$ cat config.mk
export PLATFORM = sky130hd
export DESIGN_NAME = watchdog_timeout_response
export DESIGN_NICKNAME = d
export VERILOG_FILES = /design/src/hw/wdt_pkg.sv /design/src/hw/watchdog_timeout_response.sv /design/src/hw/xtal_tick_gen.sv /design/src/hw/timeout_counter.sv
export SDC_FILE = /design/constraint.sdc
export NUM_CORES = 1
export LEC_CHECK = 0
export BUFFER_PORTS_ARGS = -buffer_cell sky130_fd_sc_hd__buf_2
export CORE_MARGIN = 4
export CORE_UTILIZATION = 54
export CTS_CLUSTER_DIAMETER = 80
export DETAILED_ROUTE_END_ITERATION = 6
export PLACE_DENSITY = 0.8
export SKIP_LAST_GASP = 1
export SLEW_MARGIN = 20
export SYNTH_ARGS = -nofsm -noshare
export SYNTH_HDL_FRONTEND = slang
export SYNTH_HIERARCHICAL = 1
export SYNTH_SLANG_ARGS = --single-unit
export TNS_END_PERCENT = 20
$ cat constraint.sdc
create_clock -name i_clock -period 2.7 [get_ports i_clock]
set_clock_uncertainty 0.05 [all_clocks]
set_input_delay 0.27 -clock i_clock [delete_from_list [all_inputs] [get_ports i_clock]]
set_output_delay 0.27 -clock i_clock [all_outputs]
set_load 0.05 [all_outputs]
$ cat src/hw/wdt_pkg.sv
// Purpose: shared constants, field layouts and types of the watchdog.
// Assumes: 50 MHz system clock, crystal time base of 32.768 kHz.
// Notes:   byte-wide register port, one register per address.
//
// Behaviour
// prescale codes 4 to 7 expire after 250, 500, 1000 and 2000 ms, then reset or interrupt as selected.
// prescale code 8 means zero timeout and an immediate system reset whatever the select bit says.
// software keeps prescale codes at or below 8, higher codes being reserved.
// with the interrupt select bit (bit 3) set expiry raises an interrupt, otherwise it resets the system.
// the watchdog interrupt is never gated by the global interrupt enable.
// the watchdog interrupt is fixed at high priority in hardware.
// in interrupt mode the watchdog runs on as an interval timer, interrupting once per period.
// every timeout sets the status flag (bit 2) in both response modes.
// the status flag clears only on a software write of 0 or on the external reset.
// a reset made by the watchdog itself leaves the status flag set.
// the period is two to the prescale code times 512 crystal periods.
// setting the enable bit enables the watchdog and clears its counter; software repeats it each period.
// a control write is taken only as the access right after the one that sets the unlock bit.
package wdt_pkg;

    localparam int unsigned CLOCK_HZ         = 50_000_000;
    localparam int unsigned XTAL_HZ          = 32_768;
    localparam int unsigned BASE_TICKS       = 512;
    localparam int unsigned COUNT_WIDTH      = 17;
    localparam int unsigned ADDR_WIDTH       = 8;
    localparam int unsigned DATA_WIDTH       = 8;

    localparam logic [7:0]  CTRL_ADDR        = 8'h00;
    localparam logic [7:0]  EVENT_ADDR       = 8'h01;
    localparam logic [7:0]  MASK_ADDR        = 8'h02;

    localparam int unsigned PRESCALE_MSB     = 7;
    localparam int unsigned PRESCALE_LSB     = 4;
    localparam int unsigned IRQ_SEL_BIT      = 3;
    localparam int unsigned STATUS_BIT       = 2;
    localparam int unsigned ENABLE_BIT       = 1;
    localparam int unsigned UNLOCK_BIT       = 0;

    localparam logic [7:0]  CTRL_RESET       = 8'h10;
    localparam logic [3:0]  IMMEDIATE_CODE   = 4'h8;

    localparam int unsigned EVENT_WIDTH      = 2;
    localparam int unsigned EV_INTERVAL_BIT  = 0;
    localparam int unsigned EV_RESET_BIT     = 1;
    localparam logic [1:0]  EVENT_RESET      = 2'h0;

    typedef struct packed {
        logic [3:0] timeout_prescale_code;
        logic       interrupt_response_select;
        logic       timeout_status_flag;
        logic       watchdog_enable_refresh;
    } ctrl_s;

    typedef enum logic [1:0] {
        UNLOCK_IDLE  = 2'b01,
        UNLOCK_ARMED = 2'b10
    } unlock_state_e;

    // last count of a period: base ticks shifted by the code, minus one
    function automatic logic [COUNT_WIDTH-1:0] period_last(
        input logic [2:0]             code,
        input logic [COUNT_WIDTH-1:0] base
    );
        logic [COUNT_WIDTH-1:0] span;
        span = base << code;
        return span - {{(COUNT_WIDTH-1){1'b0}}, 1'b1};
    endfunction

endpackage

$ cat src/hw/watchdog_timeout_response.sv
// Purpose: watchdog control register, timeout response and status.
// Assumes: i_reset is the external hardware reset.
// Notes:   a watchdog reset is signalled on o_system_reset and, through its event bit when unmasked, on o_irq.
`timescale 1ns/1ps
module watchdog_timeout_response
    import wdt_pkg::*;
#(
    parameter int unsigned P_CLOCK_HZ   = CLOCK_HZ,
    parameter int unsigned P_XTAL_HZ    = XTAL_HZ,
    parameter int unsigned P_BASE_TICKS = BASE_TICKS
) (
    input  wire logic                  i_clock,
    input  wire logic                  i_reset,
    input  wire logic [ADDR_WIDTH-1:0] i_address,
    input  wire logic [DATA_WIDTH-1:0] i_write_data,
    input  wire logic                  i_write,
    input  wire logic                  i_read,
    output logic [DATA_WIDTH-1:0]      o_read_data,
    output logic                       o_system_reset,
    output logic                       o_wdt_interrupt,
    output logic                       o_wdt_interrupt_high_priority,
    output logic                       o_irq
);

    ctrl_s                  ctrl_q;
    ctrl_s                  ctrl_d;
    unlock_state_e          unlock_q;
    unlock_state_e          unlock_d;
    logic [EVENT_WIDTH-1:0] event_q;
    logic [EVENT_WIDTH-1:0] event_d;
    logic [EVENT_WIDTH-1:0] mask_q;
    logic [DATA_WIDTH-1:0]  read_q;
    logic                   reset_q;
    logic                   nmi_q;

    logic                   ctrl_write;
    logic                   accept;
    logic                   refresh;
    logic                   tick;
    logic                   expire;
    logic [COUNT_WIDTH-1:0] count;
    logic                   immediate;
    logic                   reset_fire;
    logic                   irq_fire;
    logic                   status_clear;
    logic [DATA_WIDTH-1:0]  ctrl_view;

    ctrl_s                  ctrl_reset_value;
    assign ctrl_reset_value = ctrl_s'(CTRL_RESET[DATA_WIDTH-1:1]);

    // crystal time base and period counter
    xtal_tick_gen #(
        .P_CLOCK_HZ (P_CLOCK_HZ),
        .P_XTAL_HZ  (P_XTAL_HZ)
    ) u_tick (
        .i_clock (i_clock),
        .i_reset (i_reset),
        .o_tick  (tick)
    );

    timeout_counter #(
        .P_BASE_TICKS (P_BASE_TICKS)
    ) u_counter (
        .i_clock  (i_clock),
        .i_reset  (i_reset),
        .i_tick   (tick),
        .i_run    (ctrl_q.watchdog_enable_refresh && !immediate),
        .i_clear  (refresh),
        .i_code   (ctrl_q.timeout_prescale_code[2:0]),
        .o_expire (expire),
        .o_count  (count)
    );

    // access decode
    assign ctrl_write   = i_write && (i_address == CTRL_ADDR);
    assign accept       = ctrl_write && (unlock_q == UNLOCK_ARMED);
    assign refresh      = accept && i_write_data[ENABLE_BIT];
    assign status_clear = accept && !i_write_data[STATUS_BIT];

    // codes of 8 and above act as zero timeout
    assign immediate  = ctrl_q.timeout_prescale_code >= IMMEDIATE_CODE;

    // response select
    assign reset_fire = ctrl_q.watchdog_enable_refresh &&
                        (immediate ||
                         (expire && !ctrl_q.interrupt_response_select));
    assign irq_fire   = ctrl_q.watchdog_enable_refresh && !immediate &&
                        expire && ctrl_q.interrupt_response_select;

    // unlock sequence: arming write, then the very next access
    always_comb begin
        unlock_d = unlock_q;
        unique case (unlock_q)
            UNLOCK_IDLE: begin
                if (ctrl_write && i_write_data[UNLOCK_BIT]) begin
                    unlock_d = UNLOCK_ARMED;
                end
            end
            UNLOCK_ARMED: begin
                if (i_write || i_read) begin
                    unlock_d = UNLOCK_IDLE;
                end
            end
            default: begin
                unlock_d = UNLOCK_IDLE;
            end
        endcase
    end

    always_ff @(posedge i_clock) begin
        if (i_reset) begin
            unlock_q <= UNLOCK_IDLE;
        end else begin
            unlock_q <= unlock_d;
        end
    end

    // control register next value
    always_comb begin
        ctrl_d = ctrl_q;
        if (accept) begin
            ctrl_d.timeout_prescale_code =
                i_write_data[PRESCALE_MSB:PRESCALE_LSB];
            ctrl_d.interrupt_response_select = i_write_data[IRQ_SEL_BIT];
            ctrl_d.watchdog_enable_refresh   = i_write_data[ENABLE_BIT];
        end
        if (status_clear) begin
            ctrl_d.timeout_status_flag = 1'b0;
        end
        if (reset_fire) begin
            ctrl_d.timeout_prescale_code =
                ctrl_reset_value.timeout_prescale_code;
            ctrl_d.interrupt_response_select = 1'b0;
            ctrl_d.watchdog_enable_refresh   = 1'b0;
        end
        if (reset_fire || irq_fire) begin
            ctrl_d.timeout_status_flag = 1'b1;
        end
    end

    always_ff @(posedge i_clock) begin
        if (i_reset) begin
            ctrl_q <= ctrl_reset_value;
        end else begin
            ctrl_q <= ctrl_d;
        end
    end

    // response outputs
    always_ff @(posedge i_clock) begin
        if (i_reset) begin
            reset_q <= 1'b0;
            nmi_q   <= 1'b0;
        end else begin
            reset_q <= reset_fire;
            nmi_q   <= irq_fire;
        end
    end

    assign o_system_reset                = reset_q;
    assign o_wdt_interrupt               = nmi_q;
    assign o_wdt_interrupt_high_priority = 1'b1;

    // sticky events, write one to clear, set wins
    always_comb begin
        event_d = event_q;
        if (i_write && (i_address == EVENT_ADDR)) begin
            event_d = event_q & ~i_write_data[EVENT_WIDTH-1:0];
        end
        if (irq_fire) begin
            event_d[EV_INTERVAL_BIT] = 1'b1;
        end
        if (reset_fire) begin
            event_d[EV_RESET_BIT] = 1'b1;
        end
    end

    always_ff @(posedge i_clock) begin
        if (i_reset) begin
            event_q <= EVENT_RESET;
        end else begin
            event_q <= event_d;
        end
    end

    always_ff @(posedge i_clock) begin
        if (i_reset) begin
            mask_q <= EVENT_RESET;
        end else if (i_write && (i_address == MASK_ADDR)) begin
            mask_q <= i_write_data[EVENT_WIDTH-1:0];
        end
    end

    assign o_irq = |(event_q & mask_q);

    // read port, data valid one cycle after the strobe only
    assign ctrl_view = {ctrl_q.timeout_prescale_code,
                        ctrl_q.interrupt_response_select,
                        ctrl_q.timeout_status_flag,
                        ctrl_q.watchdog_enable_refresh,
                        unlock_q == UNLOCK_ARMED};

    always_ff @(posedge i_clock) begin
        if (i_reset || !i_read) begin
            read_q <= '0;
        end else begin
            unique case (i_address)
                CTRL_ADDR:  read_q <= ctrl_view;
                EVENT_ADDR: read_q <= {{(DATA_WIDTH-EVENT_WIDTH){1'b0}},
                                       event_q};
                MASK_ADDR:  read_q <= {{(DATA_WIDTH-EVENT_WIDTH){1'b0}},
                                       mask_q};
                default:    read_q <= '0;
            endcase
        end
    end

    assign o_read_data = read_q;

    logic [COUNT_WIDTH-1:0] base_c;
    assign base_c = COUNT_WIDTH'(P_BASE_TICKS);
endmodule

$ cat src/hw/xtal_tick_gen.sv
// Purpose: one-cycle crystal tick derived from the system clock.
// Assumes: XTAL_HZ not above CLOCK_HZ.
// Notes:   phase accumulator, exact average rate, jitter one clock.
`timescale 1ns/1ps
module xtal_tick_gen
    import wdt_pkg::*;
#(
    parameter int unsigned P_CLOCK_HZ = CLOCK_HZ,
    parameter int unsigned P_XTAL_HZ  = XTAL_HZ
) (
    input  wire logic i_clock,
    input  wire logic i_reset,
    output logic      o_tick
);

    initial begin
        if (P_XTAL_HZ == 0 || P_XTAL_HZ > P_CLOCK_HZ) begin
            $error("xtal rate must be nonzero and not above clock rate");
        end
    end

    localparam logic [31:0] STEP = 32'(P_XTAL_HZ);
    localparam logic [31:0] WRAP = 32'(P_CLOCK_HZ);

    logic [31:0] acc_q;
    logic [31:0] sum;
    logic        tick_q;

    assign sum = acc_q + STEP;

    // accumulate crystal phase, tick on each wrap
    always_ff @(posedge i_clock) begin
        if (i_reset) begin
            acc_q  <= 32'h0;
            tick_q <= 1'b0;
        end else if (sum >= WRAP) begin
            acc_q  <= sum - WRAP;
            tick_q <= 1'b1;
        end else begin
            acc_q  <= sum;
            tick_q <= 1'b0;
        end
    end

    assign o_tick = tick_q;

endmodule

$ cat src/hw/timeout_counter.sv
// Purpose: counts crystal ticks up to the selected timeout period.
// Assumes: code 0 to 7; the caller handles the immediate code.
// Notes:   wraps to zero on expiry so it serves as an interval timer.
`timescale 1ns/1ps
module timeout_counter
    import wdt_pkg::*;
#(
    parameter int unsigned P_BASE_TICKS = BASE_TICKS
) (
    input  wire logic                   i_clock,
    input  wire logic                   i_reset,
    input  wire logic                   i_tick,
    input  wire logic                   i_run,
    input  wire logic                   i_clear,
    input  wire logic [2:0]             i_code,
    output logic                        o_expire,
    output logic [COUNT_WIDTH-1:0]      o_count
);

    initial begin
        if (P_BASE_TICKS == 0 || P_BASE_TICKS > BASE_TICKS) begin
            $error("base ticks must be between 1 and 512");
        end
    end

    localparam logic [COUNT_WIDTH-1:0] BASE = COUNT_WIDTH'(P_BASE_TICKS);

    logic [COUNT_WIDTH-1:0] count_q;
    logic                   at_last;

    assign at_last  = count_q >= period_last(i_code, BASE);
    assign o_expire = i_run && !i_clear && i_tick && at_last;

    always_ff @(posedge i_clock) begin
        if (i_reset || i_clear || !i_run) begin
            count_q <= '0;
        end else if (o_expire) begin
            count_q <= '0;
        end else if (i_tick) begin
            count_q <= count_q + {{(COUNT_WIDTH-1){1'b0}}, 1'b1};
        end
    end

    assign o_count = count_q;

endmodule

==> impl_results.md, run 1 <==
* Status: finished with violations
* Failing checks: setup timing
* Worst setup path endpoint: ctrl_q[3]
* DR iter-0 viols at 142
* Longest Clk Path Bufs at 2
* Diode count at 0
* Hold Violations, Final at 0
* Yosys warning count at 6
* Via count at 3708
* IO Port Bufs at 30
* Gr usage total at 21.18%
* Number of flops mapped to enable cells by yosys at 0
* Distinct cells, synth at 67
* Fmax at 354.4 MHz
* PwrDens at 718.8 nW/um^2
* Minimum setup slack among reg-to-reg paths at -120 ps
* Vias per cell at 5.794
* Final WS setup at -121.3 ps
* Largest fanout on the critical path at 5
* Initial Util at 55.17%
* Fin nets at 570
* Reg-to-reg endpoint: ctrl_q[3]
* Max-slew headroom at 42.42%
* # rows at 31
* Synth Instances at 464
* Die Ht at 93.85 um
* Routed WL at 9.390 mm
* Fin Hold WS at 75.41 ps
* Worst setup SP type: flip-flop
* Syn avg cell area at 8.578 sq um
* Setup TNS Final at -777.4 ps
* Reg2reg start: ctrl_q[3]
* Reg2reg path depth at 12
* Worst path slowest cell: or3_4
* Clock latency on the worst-skew pair at 360 ps
* Dpl hpwl at 6.464 mm
* Root Driver: clkbuf_8
* CP cell instances: or3_4 -> ha_4 -> xor2_1 -> ha_1 -> nand4_1 -> nor4_2 -> o21ai_2 -> a21oi_2 -> nand2b_1 -> o2bb2ai_4 -> nor3b_2 -> a31oi_1
* Num CTS Buffers at 9
* Global-route wire length before repair at 15.12 mm
* Max rail drop VDD at 0.0005552 V
* GRT overflow at 0
* DP Area at 4468 sq um
* Slew Viols, Final at 0
* Syn Nets at 498
* Crit path from: ctrl_q[3]
* Crit end category: flip-flop
* ANT nets after route at 0
* Leak at 1.979 nW
* Drt pass-1 iters at 7
* Depth of the CTS H-tree at 3
* Layout cells sized above 1 at 27.54%
* Number of global-route vias before repair at 3458
* Hold wc startpoint: i_write_data[5]
* Required @ worst endpoint at 2940 ps
* Register area share after synthesis at 33.20%
* Largest net degree at the start of global routing at 45
* Core area at 7214 sq um
* Die area at 8808 sq um
* IO Count at 32
* Cell Area, Synth at 3980 sq um
* Die width at 93.85 um
* Residual DRC count at 0
* Max-cap violation count at 0
* Worst-Margin Slew at 863.6 ps
* Initial antenna violation count at 0
* RSZ-0062 raised after global routing: yes
* Top FF cell, synth: dfxtp_1
* Max stage delay on crit path at 400 ps
* HP Class: input port to flip-flop
* Global placement routability congestion at 0.9131
* CTS tree: built
* Hold buffers post-CTS at 0
* DR WL/cell at 14.67 um
* Setup-failing EPs final at 21
* Tmin final at 2821 ps
* Crit path DAT at 3070 ps
* Flops & latches, synth at 66
* Crit Path Class: flip-flop to flip-flop
* Worst-path clk slew at 90 ps
* Tcrit/Tclk final at 104.5%
* Clk sinks at 66
* Post-route cell area at 4851 sq um
* Post-synth ARST share at 0%
* Area Growth Syn to Fin at 21.88%
[cells in the mapped netlist, types with 5 or more instances]
| library cell | n | area share, % |
|---|---|---|
| nand2_1 | 33 | 3.1 |
| clkbuf_1 | 6 | 0.57 |
| inv_1 | 20 | 1.9 |
| nor2_1 | 49 | 4.6 |
| o21ai_0 | 9 | 1.1 |
| dfxtp_1 | 66 | 33 |
| buf_2 | 9 | 1.1 |
| nor3_1 | 32 | 4.0 |
| mux2i_1 | 7 | 1.8 |
| xnor2_1 | 25 | 5.5 |
| and4_1 | 7 | 1.5 |
| or3_1 | 6 | 0.94 |
| and3_1 | 7 | 1.1 |
| nand2b_1 | 5 | 0.79 |
| xor2_1 | 19 | 4.2 |
| a21oi_1 | 15 | 1.9 |
| a211oi_1 | 9 | 1.7 |
| nand3_1 | 22 | 2.8 |
| nand4_1 | 18 | 2.8 |
| ha_1 | 14 | 4.4 |
| nor2b_1 | 5 | 0.79 |
[flip-flops by register name, indices dropped and copies added, names as in the netlist]
register	flops
event_q	2
o_system_reset	1
mask_q	2
u_counter/o_count	17
o_wdt_interrupt	1
ctrl_q	7
unlock_q	2
o_read_data	8
u_tick/acc_q	25
u_tick/o_tick	1
[per-layer routing]
layer / share of wire, % / track usage (%)
met1: 42 / 24.58
met2: 51 / 36.84
met3: 5.1 / 4.808
met4: 2.5 / 9.627
met5: 0 / 0
[metrics by stage]
stage | worst slack (ps) | utilization (%) | instances | total power, mW
2_1_floorplan | -129.6 | - | 464 | 2.243
3_3_place_gp | -22.33 | 61.93 | 613 | 2.535
3_5_place_dp | -165.2 | 61.93 | 613 | 2.576
4_1_cts | -35.31 | 65.26 | 631 | 3.441
5_1_grt | -210.0 | 67.24 | 640 | 3.709
6_report | -121.3 | 67.24 | 640 | 3.487
[power breakdown]
part / internal (mW) / switching [mW] / leakage, nW
Combinational: 0.651 / 0.721 / 1.34
Sequential: 1.12 / 0.140 / 0.540
Clock: 0.432 / 0.425 / 0.0962
Total: 2.20 / 1.29 / 1.98
[how the worst min path moves through the flow]
| stage | cells after the start | endpoint | slack, ps |
|---|---|---|---|
| after detailed placement | 1 | o_read_data[2] | 400 |
| after CTS | 3 | ctrl_q[4] | 70 |
| after global routing | 3 | ctrl_q[6] | 90 |
| after global placement | 1 | o_read_data[2] | 390 |
| after floorplan | 1 | event_q[1] | 330 |
| final | 3 | ctrl_q[4] | 80 |
[repair_timing]
action	CTS	global route
gates cloned	0	2
hold endpoints to repair	0	0
endpoints found under the setup margin	11	47
pin swaps	1	17
buffers inserted	2	7
gates resized for setup	5	24
[cells in the final DEF, fill, tap and decap left out, types with 5 or more instances in the layout]
cell type / Yosys / final
and3_1: 7 / 7
nand3_1: 22 / 21
nand2_1: 33 / 31
buf_2: 9 / 31
inv_1: 20 / 19
nor2b_1: 5 / 5
a21oi_1: 15 / 13
nand4_1: 18 / 18
a211oi_1: 9 / 9
xnor2_1: 25 / 25
dfxtp_1: 66 / 57
ha_1: 14 / 12
clkbuf_8: 0 / 9
mux2i_1: 7 / 7
o21ai_0: 9 / 7
and4_1: 7 / 7
nand2b_1: 5 / 5
xor2_1: 19 / 19
buf_4: 3 / 48
nor3_1: 32 / 32
nor2_1: 49 / 47
dfxtp_2: 0 / 6
[cell type report]
type / instances / area, sq um
Clock buffer: 9 / 123.9
Clock inverter: 7 / 76.32
Fill cell: 570 / 2364
Inverter: 20 / 75.07
Multi-Input combinational cell: 356 / 2551
Sequential cell: 66 / 1340
Tap cell: 99 / 123.9
Timing Repair Buffer: 83 / 560.5
[worst max-delay path, delay by kind of cell (launching register included)]
kind | cells | cell delay [ps]
AND/OR/NAND/NOR | 5 | 1170
AO/OA/AOI/OAI | 4 | 570
adder cells (fa/ha/maj) | 2 | 480
flip-flops | 1 | 330
XOR/XNOR | 1 | 150
[kinds of logic (layout without fill, tap and decap cells)]
logic type | after synthesis | count (layout) | synth area share (%)
flip-flops | 66 | 66 | 33.20
buffers and inverters | 43 | 119 | 5.375
multiplexers | 9 | 9 | 2.326
AND/OR/NAND/NOR | 217 | 217 | 30.93
adder cells (fa/ha/maj) | 14 | 14 | 4.401
AO/OA/AOI/OAI | 69 | 70 | 13.90
XOR/XNOR | 44 | 44 | 9.682
other | 2 | 2 | 0.1887
Note: power is estimated with default switching activity, not from simulation.
==> run 2: changes to the inputs <==
--- a/config.mk
+++ b/config.mk
@@ -9,8 +9,9 @@
 export CORE_MARGIN = 4
 export CORE_UTILIZATION = 54
 export CTS_CLUSTER_DIAMETER = 80
+export CTS_CLUSTER_SIZE = 30
 export DETAILED_ROUTE_END_ITERATION = 6
-export PLACE_DENSITY = 0.8
+export PLACE_DENSITY_LB_ADDON = 0.08
 export SKIP_LAST_GASP = 1
 export SLEW_MARGIN = 20
 export SYNTH_ARGS = -nofsm -noshare
==> impl_results.md, run 2 (synthesized netlist as in run 1, its figures left out) <==
* Status: finished with violations
* Failing checks: setup timing
* Num CTS Buffers at 9 (unchanged)
* Place WS at -149.2 ps (+16.04 ps)
* Area Growth Syn to Fin at 21.31%
* Dpl hpwl at 6.360 mm (-1.6%)
* PwrDens at 726.4 nW/um^2 (+1.1%)
* Placed cells at 614 (+0.16%)
* Worst setup SP type: flip-flop
* Number of global-route vias before repair at 3386 (-2.1%)
* Commonest cells after routing, fill and taps aside: 61 x dfxtp_1, 49 x buf_4, 47 x nor2_1, 33 x nand2_1, 32 x nor3_1
* Leak at 1.996 nW (+0.86%)
* Post-route cell area at 4828 sq um (-0.46%)
* Crit end category: flip-flop
* Number of flip-flops in the largest register at 25 (unchanged)
* Fillers at 619 (+8.6%)
* Gr usage total at 21.25% (+0.076 points)
* Reg2reg path depth at 15 (+3)
* Slew Viols, Final at 0 (unchanged)
* Largest fanout on the critical path at 8 (+3)
* Finished Core Util at 66.93% (-0.31 points)
* Root Driver: clkbuf_8
* Commonest non-fill, non-tap cell in the layout: dfxtp_1
* Tmin final at 2870 ps (+48.98 ps)
* DR WL/cell at 14.10 um (-3.9%)
* Die area at 8808 sq um (unchanged)
* GRT overflow at 0 (unchanged)
* Initial Util at 55.17% (unchanged)
* Required @ worst endpoint at 2890 ps (-50 ps)
* Die Ht at 93.85 um (unchanged)
* Reg-to-reg endpoint: ctrl_q[5]
* Clk sinks at 66 (unchanged)
* Fin nets at 568 (-0.35%)
* DR iter-0 viols at 118 (-17%)
* Hold buffers post-CTS at 0 (unchanged)
* Final WS setup at -170.3 ps (-48.98 ps)
* HP Class: input port to flip-flop
* Longest Clk Path Bufs at 2 (unchanged)
* Reg2reg start: ctrl_q[5]
* Max-slew headroom at 44.36% (+1.9 points)
* Clock latency on the worst-skew pair at 350 ps (about the same)
* Largest net degree at the start of global routing at 45 (unchanged)
* Minimum setup slack among reg-to-reg paths at -170 ps (-50 ps)
* Setup-failing EPs final at 25 (+19%)
* Drt pass-1 iters at 5 (-2)
* Via count at 3551 (-4.2%)
* Fmax at 348.4 MHz (-1.7%)
* Crit Path Class: flip-flop to flip-flop
* Layout cells sized above 1 at 25.46% (-2.1 points)
* Worst-path clk slew at 70 ps (-20 ps)
* Tcrit/Tclk final at 106.3% (+1.8 points)
* Global-route wire length before repair at 15.21 mm (+0.60%)
* Max rail drop VDD at 0.0006870 V (+24%)
* Depth of the CTS H-tree at 3 (unchanged)
* IO Port Bufs at 30 (unchanged)
* Global placement routability congestion at 0.9445 (+3.4%)
* Core area at 7214 sq um (unchanged)
* Routed WL at 8.983 mm (-4.3%)
* Vias per cell at 5.575 (-3.8%)
* Top reg by flops: u_tick/acc_q
* Die width at 93.85 um (unchanged)
* Residual DRC count at 0 (unchanged)
* Diode count at 0 (unchanged)
* Initial antenna violation count at 0 (unchanged)
* Hold wc startpoint: i_write_data[5]
* DP Area at 4476 sq um (+0.17%)
* ANT nets after route at 0 (unchanged)
* Hold Violations, Final at 0 (unchanged)
* # rows at 31 (unchanged)
* CTS tree: built
* WHS Path Cells at 3 (unchanged)
* Worst-Margin Slew at 834.5 ps (-29.11 ps)
* Max-cap violation count at 0 (unchanged)
* Fin cells at 637 (-0.47%)
* IO Count at 32 (unchanged)
* WHS Endpoint: ctrl_q[4]
* RSZ-0062 raised after global routing: yes
* Crit path DAT at 3060 ps (about the same)
==> run 2: changes by cell type in the layout (fill, tap and decap cells not counted), sizes merged <==
cell	delta
o2bb2ai	-1
inv	-2
clkinv	+1
buf	-1
clkinvlp	-2
clkbuf	+1
bufinv	+1
==> run 2: timing repair <==
action / CTS / global route
endpoints found under the setup margin: 11 / 44
gates resized for setup: 6 / 11
pin swaps: 0 / 11
setup buffers: 1 / 7
==> run 2: layout make-up <==
class / instances / area, sq um / area share (%)
sequential: 66 / 1328 / 27.49
multi-input combinational: 355 / 2534 / 52.47
tap: 99 / 123.9 / 2.565
clock inverter: 5 / 78.83 / 1.633
timing repair buffer: 82 / 551.8 / 11.43
inverter: 20 / 75.07 / 1.555
clock buffer: 10 / 137.6 / 2.850
==> run 2: worst max path at each step <==
stage | start | endpoint | slack, ps | depth (start not counted)
6_report | ctrl_q[5] | ctrl_q[5] | -170 | 15
3_5_place_dp | ctrl_q[4] | ctrl_q[3] | -150 | 12
3_3_place_gp | ctrl_q[4] | ctrl_q[3] | -50 | 12
2_1_floorplan | u_tick/acc_q[15] | u_tick/acc_q[31] | -130 | 9
5_1_grt | ctrl_q[5] | ctrl_q[3] | -360 | 14
4_1_cts | u_tick/acc_q[15] | u_tick/acc_q[31] | -40 | 10
==> run 2: critical path: stages, from the launching register on <==
cell and delay [ps]:
dfxtp_2 340, or3_4 400, ha_4 190, nor3_1 230, a21o_1 150, a21oi_1 80
ha_1 280, nand2_1 70, nor2_2 130, o21ai_2 100, a21oi_2 170, nand2b_1 120
o2bb2ai_4 170, buf_4 180, nand3_1 70, nand2_1 60
==> run 2: per-layer routing <==
metal	part of all wire [%]	vias to the layer above	GRT usage [%]
li1	-	1811	-
met1	46	1661	26.82
met2	49	61	35.25
met3	3.6	18	5.288
met4	2.0	0	7.220
met5	0	-	0
==> run 2: metrics by stage <==
step | total power [mW] | setup TNS [ps] | hold slack [ps]
3_5_place_dp | 2.591 | -722.5 | 417.4
2_1_floorplan | 2.243 | -862.9 | 329.7
4_1_cts | 3.526 | -38.47 | 91.33
5_1_grt | 3.760 | -6054 | 106.1
3_3_place_gp | 2.567 | -69.53 | 410.9
6_report | 3.507 | -1351 | 96.19
==> run 2: power by group <==
group          internal, mW  switching (mW)
Combinational         0.628           0.698
Sequential             1.11           0.142
Clock                 0.538           0.387
Total                  2.28            1.23
==> run 3: changes to the inputs <==
--- a/config.mk
+++ b/config.mk
@@ -7,7 +7,7 @@
 export LEC_CHECK = 0
 export BUFFER_PORTS_ARGS = -buffer_cell sky130_fd_sc_hd__buf_2
 export CORE_MARGIN = 4
-export CORE_UTILIZATION = 54
+export CORE_UTILIZATION = 65
 export CTS_CLUSTER_DIAMETER = 80
 export CTS_CLUSTER_SIZE = 30
 export DETAILED_ROUTE_END_ITERATION = 6
==> constraint.sdc (replaced) <==
create_clock -name i_clock -period 3.6 [get_ports i_clock]
set_clock_uncertainty 0.05 [all_clocks]
set_input_delay 0.36 -clock i_clock [delete_from_list [all_inputs] [get_ports i_clock]]
set_output_delay 0.36 -clock i_clock [all_outputs]
set_load 0.05 [all_outputs]
==> impl_results.md, run 3 (synthesized netlist as in run 1, its figures left out) <==
* Largest net degree at the start of global routing at 45 (unchanged)
* Via count at 3481 (-2.0%)
* Leak at 1.723 nW (-14%)
* Max-slew headroom at 45.14% (+0.77 points)
* Global-route wire length before repair at 14.36 mm (-5.6%)
* Crit Path Class: flip-flop to flip-flop
* Fin nets at 523 (-7.9%)
* Post-route cell area at 4339 sq um (-10%)
* Initial Util at 67.22% (+12 points)
* Hold wc startpoint: i_write_data[6]
* Max rail drop VDD at 0.0004770 V (-31%)
* Longest Clk Path Bufs at 2 (unchanged)
* Diode count at 0 (unchanged)
* Fmax at 301.6 MHz (-13%)
* Crit path from: ctrl_q[4]
* Worst-Margin Slew at 822.9 ps (-11.61 ps)
* Postcts setup bufs at 0 (-1)
* Tcrit/Tclk final at 92.11% (-14 points)
* Top reg by flops: u_tick/acc_q
* GRT overflow at 0 (unchanged)
* Total Power at 2.422 mW (-31%)
* Layout cells sized above 1 at 15.59% (-9.9 points)
* Commonest non-fill, non-tap cell in the layout: dfxtp_1
* Residual DRC count at 0 (unchanged)
* Routed WL at 8.594 mm (-4.3%)
* DR WL/cell at 15.10 um (+7.1%)
* Fillers at 476 (-23%)
* Clk sinks at 66 (unchanged)
* Number of global-route vias before repair at 3293 (-2.7%)
* RSZ-0062 raised after global routing: no
* IO Port Bufs at 30 (unchanged)
* Hold Violations, Final at 0 (unchanged)
* CTS tree: built
* ANT nets after route at 0 (unchanged)
* Area Growth Syn to Fin at 9.022%
* Die width at 86.25 um (-8.1%)
* Commonest cells after routing, fill and taps aside: 66 x dfxtp_1, 49 x nor2_1, 33 x nand2_1, 32 x nor3_1, 30 x buf_2
* Slew Viols, Final at 0 (unchanged)
* Worst-path clk slew at 80 ps (about the same)
* Setup-failing EPs final at 0 (-100%)
* Crit path DAT at 3530 ps (+470 ps)
* Tmin final at 3316 ps (+445.7 ps)
* Largest fanout on the critical path at 9 (+1)
* Drt pass-1 iters at 5 (unchanged)
* Gr usage total at 23.64% (+2.4 points)
* Hold buffers post-CTS at 0 (unchanged)
* Initial antenna violation count at 0 (unchanged)
* DP Area at 4138 sq um (-7.5%)
* HP Class: input port to flip-flop
* Reg2reg start: ctrl_q[4]
* IO Count at 32 (unchanged)
* Number of flip-flops in the largest register at 25 (unchanged)
* Die area at 7439 sq um (-16%)
* Clock latency on the worst-skew pair at 340 ps (about the same)
* Global placement routability congestion at 0.8688 (-8.0%)
* Root Driver: clkbuf_8
* Depth of the CTS H-tree at 3 (unchanged)
* Die Ht at 86.25 um (-8.1%)
* Setup TNS Final at 0 ps (+1351 ps)
* Num CTS Buffers at 9 (unchanged)
* Post_cts resized at 0 (-6)
* DR iter-0 viols at 209 (+77%)
* Max-cap violation count at 0 (unchanged)
* # rows at 28 (-9.7%)
* Status: completed
* Dpl hpwl at 5.944 mm (-6.5%)
* Finished Core Util at 73.29% (+6.4 points)
* Worst setup SP type: flip-flop
* PwrDens at 558.1 nW/um^2 (-23%)
* Core area at 5921 sq um (-18%)
* Vias per cell at 6.118 (+9.7%)
* Required @ worst endpoint at 3810 ps (+920 ps)
* Crit end category: flip-flop
-- run 3: changes by cell type in the layout (fill, tap and decap cells not counted), sizes merged --
cell | previous run | this run
inv | 20 | 22
buf | 82 | 37
clkinvlp | 0 | 1
bufinv | 2 | 1
clkbuf | 10 | 9
-- run 3: worst paths after layout --
check                                 endpoint  slack, ps  cells after the start
worst max-delay path                 ctrl_q[3]        280                     12
worst min-delay path                 ctrl_q[5]        190                      3
worst min register to register  o_read_data[2]        410                      1
worst max register to register       ctrl_q[3]        280                     12
-- run 3: stage by stage --
| step | hold WS, ps | std cells | setup WS (ps) |
|---|---|---|---|
| after floorplan | 374.2 | 464 | 658.2 |
| after global placement | 406.7 | 553 | 425.0 |
| after detailed placement | 391.0 | 553 | 331.8 |
| after CTS | 172.6 | 569 | 291.9 |
| after global routing | 195.6 | 569 | 52.25 |
| final | 194.3 | 569 | 284.0 |
-- run 3: power by group --
group | internal (mW) | total, mW | switching (mW)
Sequential | 0.832 | 0.988 | 0.156
Clock | 0.326 | 0.632 | 0.307
Combinational | 0.345 | 0.801 | 0.456
Total | 1.50 | 2.42 | 0.919
-- run 3: area by class of cell --
type                       count  area, sq um  share of cell area, %
multi-input combinational    355         2445                  56.34
tap                           75        93.84                  2.163
clock inverter                 7        77.57                  1.788
timing repair buffer          37        202.7                  4.671
inverter                      20        75.07                  1.730
clock buffer                   9        123.9                  2.855
sequential                    66         1321                  30.45
-- run 3: critical path, cell delays in order, from the launching register on --
cell,delay (ps)
dfxtp_1,380
or3_1,430
ha_1,290
xor2_1,200
ha_1,320
nand4_1,110
nor4_2,260
o21ai_0,170
a21oi_1,280
nand2b_1,110
o2bb2ai_1,270
nor3b_1,240
a31oi_1,140
-- run 3: routing by layer --
layer / vias up / global-route usage, % / share of wire [%]
li1: 1725 / - / -
met1: 1633 / 29.50 / 44
met2: 111 / 40.01 / 49
met3: 12 / 4.943 / 6.0
met4: 0 / 9.207 / 1.3
met5: - / 0 / 0
